**config.mk**
```make
export PLATFORM = sky130hd
export DESIGN_NAME = dic_conditioner
export DESIGN_NICKNAME = d
export VERILOG_FILES = /design/src/dic_pkg.sv /design/src/dic_conditioner.sv
export SDC_FILE = /design/constraint.sdc
export NUM_CORES = 2
export LEC_CHECK = 0
export BUFFER_PORTS_ARGS = -buffer_cell sky130_fd_sc_hd__buf_4
export CORE_ASPECT_RATIO = 0.5
export CORE_MARGIN = 5
export CORE_UTILIZATION = 59
export DETAILED_ROUTE_END_ITERATION = 10
export GPL_TIMING_DRIVEN = 1
export PLACE_DENSITY_LB_ADDON = 0.08
export SYNTH_ARGS = -nofsm -noshare
export SYNTH_HDL_FRONTEND = slang
export SYNTH_SLANG_ARGS = --single-unit
```
**constraint.sdc**
```tcl
create_clock -name clk -period 11.25 [get_ports clk]
set_input_delay 3.375 -clock clk [delete_from_list [all_inputs] [get_ports clk]]
set_output_delay 3.375 -clock clk [all_outputs]
set_load 0.03 [all_outputs]
```
**src/dic_pkg.sv**
```systemverilog
`default_nettype none
package dic_pkg;
  // Clock and time base
  localparam int unsigned CLK_HZ = 100_000_000;
  localparam int unsigned MS_HZ = 1000;
  localparam int unsigned MS_CYCLES = CLK_HZ / MS_HZ;
  // Scan cycle in milliseconds
  localparam int unsigned SCAN_MS = 5;
  // Fixed AC deactivation delay in milliseconds
  localparam int unsigned AC_DELAY_MS = 30;
  // Delay setting limit in milliseconds (1800.000 s)
  localparam int unsigned DELAY_MAX_MS = 1_800_000;
  localparam int DELAY_W = 21;
  // Reset values of settings
  localparam logic POL_RESET = 1'b0;   // 0 = normally open
  localparam logic AC_RESET = 1'b0;    // Disabled
  localparam logic [20:0] DELAY_RESET = 21'h000000;
endpackage : dic_pkg
`default_nettype wire

```
**src/dic_conditioner.sv**
```systemverilog
`timescale 1ns/10ps
`default_nettype none
module dic_conditioner #(
  parameter int N = 8,
  parameter int MS_DIV = dic_pkg::MS_CYCLES
) (
  input wire logic clk,
  input wire logic rst,
  input wire logic [N-1:0] input_channel_n,
  input wire logic [N-1:0] polarity_nc,
  input wire logic [N-1:0] ac_mode,
  input wire logic [N*dic_pkg::DELAY_W-1:0] act_delay_ms,
  input wire logic [N*dic_pkg::DELAY_W-1:0] drop_delay_ms,
  output logic [N-1:0] state_out,
  output logic [N-1:0] logic_out,
  output logic [N-1:0] relay_output_channel_n,
  output logic scan_tick
);
  import dic_pkg::*;

  ////////////////////////////////////////////////////////////////////////////
  // Delay words above the 1800 s ceiling are held at the ceiling, so a stray
  // large setting stretches a timer no further, except that AC mode adds its 30 ms after the clamp
  function automatic logic [DELAY_W-1:0] clamp_ms(input logic [DELAY_W-1:0] v);
    logic [DELAY_W-1:0] lim;
    lim = DELAY_W'(DELAY_MAX_MS);
    return (v > lim) ? lim : v;
  endfunction : clamp_ms

  ////////////////////////////////////////////////////////////////////////////
  // Time base: 1 ms enable and 5 ms scan enable
  // One shared divider for all channels keeps every input on the same scan,
  // at the cost of a 0 to 5 ms phase error against the field contact
  logic [31:0] div_q;
  logic [2:0] scan_cnt_q;
  logic ms_en;
  logic scan_en;
  assign ms_en = (div_q == 32'(MS_DIV - 1));
  assign scan_en = ms_en && (scan_cnt_q == 3'(SCAN_MS - 1));

  always_ff @(posedge clk or posedge rst) begin
    if (rst) begin
      div_q <= 32'h00000000;
      scan_cnt_q <= 3'h0;
    end else begin
      div_q <= ms_en ? 32'h00000000 : div_q + 32'h00000001;
      if (ms_en) begin
        scan_cnt_q <= scan_en ? 3'h0 : scan_cnt_q + 3'h1;
      end
    end
  end

  // Pins cross into the clock domain through two flops
  logic [N-1:0] sync1_q;
  logic [N-1:0] sync2_q;
  always_ff @(posedge clk or posedge rst) begin
    if (rst) begin
      sync1_q <= '0;
      sync2_q <= '0;
    end else begin
      sync1_q <= input_channel_n;
      sync2_q <= sync1_q;
    end
  end

  ////////////////////////////////////////////////////////////////////////////
  // Per-channel conditioning; thresholds are analog and fixed, none here
  // only delays and polarity
  localparam logic [DELAY_W-1:0] AC_MS = DELAY_W'(AC_DELAY_MS);
  localparam logic [DELAY_W-1:0] SCAN_W = DELAY_W'(SCAN_MS);
  logic [N-1:0] samp_q;
  logic [N-1:0] rep_q;
  logic [N-1:0] logic_q;
  logic [N-1:0] relay_q;

  genvar g;
  generate
    for (g = 0; g < N; g++) begin : g_ch
      logic [DELAY_W-1:0] tmr_q;
      logic [DELAY_W-1:0] act_d;
      logic [DELAY_W-1:0] drop_d;
      logic [DELAY_W-1:0] need;
      logic want;
      assign act_d = clamp_ms(act_delay_ms[g*DELAY_W +: DELAY_W]);
      assign drop_d = clamp_ms(drop_delay_ms[g*DELAY_W +: DELAY_W]) + (ac_mode[g] ? AC_MS : '0);
      assign want = samp_q[g] ^ polarity_nc[g];
      assign need = rep_q[g] ? drop_d : act_d;

      always_ff @(posedge clk or posedge rst) begin
        if (rst) begin
          samp_q[g] <= 1'b0;
        end else if (scan_en) begin
          samp_q[g] <= sync2_q[g];
        end
      end

      // Delays resolve in whole scans: a setting of d ms releases after
      // ceil((d+1)/5) scans, so settings between scan steps round up
      // delay timers, timer runs in scan steps of 5 ms
      always_ff @(posedge clk or posedge rst) begin
        if (rst) begin
          tmr_q <= DELAY_RESET;
          rep_q[g] <= 1'b0;
        end else if (scan_en) begin
          if (want == rep_q[g]) begin
            tmr_q <= DELAY_RESET;
          end else if (tmr_q + SCAN_W > need) begin
            rep_q[g] <= want;
            tmr_q <= DELAY_RESET;
          end else begin
            tmr_q <= tmr_q + SCAN_W;
          end
        end
      end

      // Per-channel timer checks: no early change, no late change
      a_act_wait: assert property (@(posedge clk) disable iff (rst)
        scan_en && !rep_q[g] && want && (tmr_q + SCAN_W <= act_d) |=> !rep_q[g])
        else $error("activation before its delay");
      a_act_fire: assert property (@(posedge clk) disable iff (rst)
        scan_en && !rep_q[g] && want && (tmr_q + SCAN_W > act_d) |=> rep_q[g])
        else $error("activation late after its delay");
      a_drop_wait: assert property (@(posedge clk) disable iff (rst)
        scan_en && rep_q[g] && !want && (tmr_q + SCAN_W <= drop_d) |=> rep_q[g])
        else $error("drop-off before its delay");
      a_drop_fire: assert property (@(posedge clk) disable iff (rst)
        scan_en && rep_q[g] && !want && (tmr_q + SCAN_W > drop_d) |=> !rep_q[g])
        else $error("drop-off late after its delay");
      // AC mode holds the input through 30 ms whatever the drop setting
      a_ac_hold: assert property (@(posedge clk) disable iff (rst)
        scan_en && ac_mode[g] && rep_q[g] && !want && (tmr_q + SCAN_W <= AC_MS) |=> rep_q[g])
        else $error("AC mode released inside 30 ms");
      a_timer_clear: assert property (@(posedge clk) disable iff (rst)
        scan_en && (want == rep_q[g]) |=> tmr_q == DELAY_RESET)
        else $error("timer not cancelled on return");
    end
  endgenerate

  // consumer and relay stages, one scan each
  always_ff @(posedge clk or posedge rst) begin
    if (rst) begin
      logic_q <= '0;
      relay_q <= '0;
    end else if (scan_en) begin
      logic_q <= rep_q;
      relay_q <= logic_q;
    end
  end

  // Scan pulse out registered
  logic tick_q;
  always_ff @(posedge clk or posedge rst) begin
    if (rst) begin
      tick_q <= 1'b0;
    end else begin
      tick_q <= scan_en;
    end
  end

  assign state_out = rep_q;
  assign logic_out = logic_q;
  assign relay_output_channel_n = relay_q;
  assign scan_tick = tick_q;

  ////////////////////////////////////////////////////////////////////////////
  // Checks
  a_relay_follows: assert property (@(posedge clk) disable iff (rst)
    scan_en |=> relay_q == $past(logic_q))
    else $error("relay stage did not follow consumer stage");
  a_logic_follows: assert property (@(posedge clk) disable iff (rst)
    scan_en |=> logic_q == $past(rep_q))
    else $error("consumer stage did not follow reported state");
  a_state_scan: assert property (@(posedge clk) disable iff (rst)
    !scan_en |=> $stable(rep_q))
    else $error("reported state changed off scan");
  a_sample_scan: assert property (@(posedge clk) disable iff (rst)
    !scan_en |=> $stable(samp_q))
    else $error("sample changed off scan");
  a_no_change_eq: assert property (@(posedge clk) disable iff (rst)
    scan_en && ((samp_q ^ polarity_nc) == rep_q) |=> rep_q == $past(rep_q))
    else $error("state changed without raw change");
  a_zero_delay: assert property (@(posedge clk) disable iff (rst)
    scan_en && act_delay_ms == '0 && drop_delay_ms == '0 && ac_mode == '0
    |=> rep_q == $past(samp_q ^ polarity_nc))
    else $error("zero delay did not pass in one scan");
  a_tick_out: assert property (@(posedge clk) disable iff (rst)
    scan_en |=> scan_tick ##1 !scan_tick)
    else $error("scan tick pulse wrong");
  a_polarity_dir: assert property (@(posedge clk) disable iff (rst)
    $rose(rep_q[0]) |-> $past(samp_q[0] ^ polarity_nc[0]))
    else $error("rise against polarity");

  // Later stages move only on the scan, so consumers see one clean step
  a_logic_hold: assert property (@(posedge clk) disable iff (rst)
    !scan_en |=> $stable(logic_q))
    else $error("consumer stage changed off scan");
  a_relay_hold: assert property (@(posedge clk) disable iff (rst)
    !scan_en |=> $stable(relay_q))
    else $error("relay stage changed off scan");

  // Divider counters stay inside their cycle
  a_div_range: assert property (@(posedge clk) disable iff (rst)
    div_q <= 32'(MS_DIV - 1))
    else $error("millisecond divider out of range");
  a_scan_range: assert property (@(posedge clk) disable iff (rst)
    scan_cnt_q <= 3'(SCAN_MS - 1))
    else $error("scan counter out of range");

  // Sample takes the synchronised pin, and the tick marks only scans
  a_samp_source: assert property (@(posedge clk) disable iff (rst)
    scan_en |=> samp_q == $past(sync2_q))
    else $error("sample not taken from synchroniser");
  a_tick_only: assert property (@(posedge clk) disable iff (rst)
    scan_tick |-> $past(scan_en))
    else $error("scan tick without scan");
endmodule : dic_conditioner
`default_nettype wire

```
# Word-level counts from Yosys, hierarchy flattened
# Index checks and enable logic that the tools add are counted.
# totals
out_inout_bits	25
in_bits	362
wordCells	158
ff_bits	252
# classes
bitwise	16
order_cmp	24
n_eq_ne	10
addsub	18
n_reduce_logical	9
mux	50
# ops
cell	n
2-to-1 mux 21 bit	40
greater-than comparator 21 bit (second input constant)	16
adder 21 x 3 -> 21 bit (second input constant)	8
adder 21 x 5 -> 21 bit	8
greater-than comparator 21 bit	8
2-to-1 mux 5 bit	8
adder 32 x 1 -> 32 bit (second input constant)	1
equality test 32 x 17 -> 1 bit (second input constant)	1
2-to-1 mux 32 bit	1
AND reduction 3 bit	8
equality test 1 bit	8
NOT 1 bit	8
XOR 1 bit	8
adder 3 x 1 -> 3 bit (second input constant)	1
equality test 3 bit (second input constant)	1
2-to-1 mux 3 bit	1
logical AND 1 bit	1

# Longest topological paths before layout
# depth
ltp_word	7
ltp_mapped	25
mapped_depth_nobuf	23

# Worst setup path after synthesis
# No wires, ideal clock.
# synth_timing
path_kind	input-to-reg
from	input drop_delay_ms[60] (netlist name)
to	register g_ch[2].tmr_q[16]
required_ps	11132
arrival_ps	8004
n_path_buf	2
setup_slack_ps	3128
stages	23
setup_time_ps	118
cell_sequence	nand2b_1 or4_1 o21ai_0 nand2_1 clkbuf_1 and2_1 ha_1 o21ai_0 nor2_1 o21ai_0 or2_2 nor4b_1 a41o_1 mux2i_1 ha_1 nand4_1 nor4bb_1 o21ai_0 o311ai_0 a211o_1 clkbuf_1 nor3_1 a21o_1
# synth_via
elab_chain_len	7
# synth_rtl
element	line	rtl
from (decl)	dic_conditioner.sv:13	input wire logic [N*dic_pkg::DELAY_W-1:0] drop_delay_ms,
greater-than comparator 21 bit	dic_conditioner.sv:27	return (v > lim) ? lim : v;
2-to-1 mux 21 bit *	dic_conditioner.sv:27	
adder 21 x 5 -> 21 bit *	dic_conditioner.sv:85	assign drop_d = clamp_ms(drop_delay_ms[g*DELAY_W +: DELAY_W]) + (ac_mode[g] ? AC_MS : '0);
2-to-1 mux 21 bit *	dic_conditioner.sv:87	assign need = rep_q[g] ? drop_d : act_d;
greater-than comparator 21 bit *	dic_conditioner.sv:107	end else if (tmr_q + SCAN_W > need) begin
2-to-1 mux 21 bit *	dic_conditioner.sv:107	
2-to-1 mux 21 bit *	dic_conditioner.sv:105	if (want == rep_q[g]) begin
to (signal assigned)	dic_conditioner.sv:111	tmr_q <= tmr_q + SCAN_W;
to (decl)	dic_conditioner.sv:79	logic [DELAY_W-1:0] tmr_q;
# Every way passes the cells marked *; elsewhere a longest branch is shown, timed or not.
# A chain may end at the register's enable or synchronous reset.

# Worst setup path in the final report
# Ends and elaborated chain as after synthesis.

==> metrics.md <==
| Metric | Value |
|---|---|
| Root Buffer | clkbuf_16 |
| Most common cell after layout, fill and taps aside | nand2_1 |
| Top FF cell, synth | dfrtp_1 |
| Ys async rst share | 100% |
| Worst Tran Pin Value | 1.06 ns |
| Setup Buffers After CTS | 0 |
| Hold Fails Final Rpt | 0 |
| Worst IR drop on VDD | 92.0 µV |
| Post-Synthesis Cell Area | 23000 µm² |
| Die extent in x | 289 µm |
| GP Congestion | 0.980 |
| Antenna Cells | 0 |
| Post-synthesis cell type count | 72 |
| Layout area overhead | 18.0% |
| Antenna violations before repair | 1 |
| Worst min-delay path class | flop to flop |
| # DRC | 0 |
| Avg Vias per Cell | 6.01 |
| Syn Nets | 3436 |
| Iteration-0 DRC Markers | 1562 |
| Final ANT Viol Nets | 0 |
| P_leak | 12.8 nW |
| Final Cycle Share | 78.1% |
| Total grt overflow | 0 |
| Final nets | 3765 |
| Port Buf Inserts | 386 |
| Setup Crit Path Kind | input pin to flop |
| Layout cells sized above 1 | 15.6% |
| Largest cells by area after synthesis | dfrtp_1 (27%), ha_1 (11%), nand2_1 (7.2%), xnor2_1 (7.0%), xor2_1 (4.3%) |
| Clock period minus final worst setup slack | 8.78 ns |
| Post-Syn Instances | 2855 |
| Clock transition at the registers of the reported paths | 0.07 ns |
| Clk sinks | 252 |
| Slew Limit Fails | 0 |
| Area leader, netlist | dfrtp_1 |
| CORE AREA | 38700 µm² |
| Final non-filler cell total | 3732 |
| First-pass GRT wire length | 104000 µm |
| Arr. time, crit path | 9.22 ns |
| Relative slew slack | 27.3% |
| # H-tree levels | 1 |
| CP Launch Type | input pin |
| Num CTS Buffers | 25 |
| Num rows | 51 |
| Ports | 387 |
| Number of gates resized after cts | 0 |
| CP max stage delay | 0.56 ns |
| Post-Syn Area per Cell | 8.06 µm² |
| Pwr Density | 84.4 nW/µm² |
| RSZ-0062 raised after global routing | false |
| Clk_skew | 0.0142 ns |
| Slowest library cell on the worst path | a211o_1 |
| Sequential area share after synthesis | 27.4% |
| Max-cap violation count | 0 |
| WL per Instance | 17.1 µm |
| Most used cell, CP | o21ai_0 |
| Fmax | 114 MHz |
| Post-synth EDFFs | 0 |
| Die Span Y | 150 µm |
| Syn. warnings | 0 |
| Largest net degree at the start of global routing | 151 |
| Status | complete, no violations |
| Placed Instances | 3687 |
| Via count | 22400 |
| Crit path required time | 11.69 ns |
| Global Route Usage Sum | 28.5% |
| Dpl hpwl | 49800 µm |
| Critical path, cell by cell | buf_4, nand2b_1, or4_1, o21ai_0, nand2_1, and2_1, ha_1, o21ai_0, nor2_1, o21ai_0, or2_2, nor4b_1, a41o_1, mux2i_1, ha_1, nand4_1, nor4bb_1, o21ai_0, o311ai_0, a211o_1, nor3_1, a21o_1 |
| Number of global-route vias before repair | 21700 |
| Initial core utilization | 59.4% |
| Synth top area share | 27.4% |
| Final setup vio count | 0 |
| Buffer depth of the longest clock path | 3 |
| Post-CTS Hold Buffers | 0 |
| Setup TNS | 0 ns |
| Area of the die | 43300 µm² |
| Crit-path max FO | 21 |
| Pre-antenna DRT Iters | 5 |
| CTS tree | yes |
| Yosys reg bits | 252 |
| Clk_lat worst skew | 0.54 ns |
| Most frequent cells in the layout | nand2_1 (444), buf_4 (400), dfrtp_1 (252) |
| Setup crit end kind | flop |
| DRT Wirelength | 63800 µm |
## kinds of logic (layout without fill, tap and decap cells)
group,after synthesis,in the layout,share of synthesized area [%]
and+or+nand+nor,1260,1260,27.3
AOI/OAI and AO/OA,634,634,18.1
xor gates and xnor gates,297,297,11.3
DFF,252,252,27.4
adders and majority gates,219,219,12.2
buffers and inverters,175,522,2.92
muxes,18,18,0.821
## registers in the layout, indices dropped and copies added (netlist names)
register / cells
g_ch.tmr_q: 168
div_q: 32
logic_out: 8
relay_output_channel_n: 8
samp_q: 8
state_out: 8
sync1_q: 8
sync2_q: 8
scan_cnt_q: 3
scan_tick: 1
## power by group
group | internal [mW] | total [mW] | switching, mW | leakage (nW)
Combinational | 0.229 | 0.490 | 0.261 | 9.47
Sequential | 0.912 | 0.919 | 0.00662 | 2.92
Clock | 0.497 | 0.885 | 0.388 | 0.399
Total | 1.64 | 2.29 | 0.656 | 12.8
## synthesized netlist by cell type, types with 17 or more instances
cell type,instances
o21ai_0,116
and2_1,36
dfrtp_1,252
nand3_1,124
nor2b_1,36
a32o_1,29
a21o_1,51
and4_1,24
nor2_1,179
ha_1,211
or2_2,41
nor3_1,42
o211ai_1,21
inv_1,76
a31oi_1,25
a21oi_1,155
nand4_1,94
o22ai_1,69
or4_1,17
a22o_1,24
a22oi_1,43
nand2_1,444
nor4_1,39
and3_1,56
clkbuf_1,89
xnor2_1,184
nand2b_1,72
xor2_1,113
## worst max-delay path, delay by kind of cell
family / cells / cell delay [ns]
AOI/OAI and AO/OA: 8 / 2.01
adders and majority gates: 2 / 0.67
buffers and inverters: 1 / 0.13
muxes: 1 / 0.08
and+or+nand+nor: 10 / 2.93
## final timing paths
path,end,slack (ns),from,depth (start not counted)
max,g_ch[2].tmr_q[16]$_DFFE_PP0P_,2.47,drop_delay_ms[60],22
min,sync2_q[2]$_DFF_PP0_,0.35,sync1_q[2]$_DFF_PP0_,0
max reg2reg,g_ch[0].tmr_q[19]$_DFFE_PP0P_,6.87,g_ch[0].tmr_q[3]$_DFFE_PP0P_,15
min reg2reg,sync2_q[2]$_DFF_PP0_,0.35,sync1_q[2]$_DFF_PP0_,0
max in group asynchronous,g_ch[4].tmr_q[7]$_DFFE_PP0P_,6.82,rst,3
min in group asynchronous,g_ch[2].tmr_q[13]$_DFFE_PP0P_,2.98,rst,2
## per-stage QoR
step | hold WS (ns) | utilization, % | power [mW] | setup WS (ns) | area (µm²)
after CTS | 0.349 | 70.1 | 2.30 | 2.62 | 27200
after global routing | 0.352 | 70.1 | 2.40 | 1.99 | 27200
final | 0.347 | 70.1 | 2.29 | 2.47 | 27200
after global placement | 0.331 | 68.0 | 1.41 | 2.21 | 26300
after floorplan | 0.331 | - | 1.21 | 0.947 | 23000
after detailed placement | 0.335 | 68.0 | 1.42 | 2.08 | 26300
## area by class of cell
type,instances,area [µm²]
multi-input combinational,2428,16000
fill,3221,11600
sequential,252,6310
timing repair buffer,401,3020
clock buffer,31,668
tap,530,663
inverter,76,293
clock inverter,14,174
## routing by layer
metal	global-route usage, %	routed length [µm]
met1	37.8	28000
met2	49.6	31000
met5	0	19
met4	6.66	1280
met3	4.20	3440
Power figures use the tool's default switching activity.
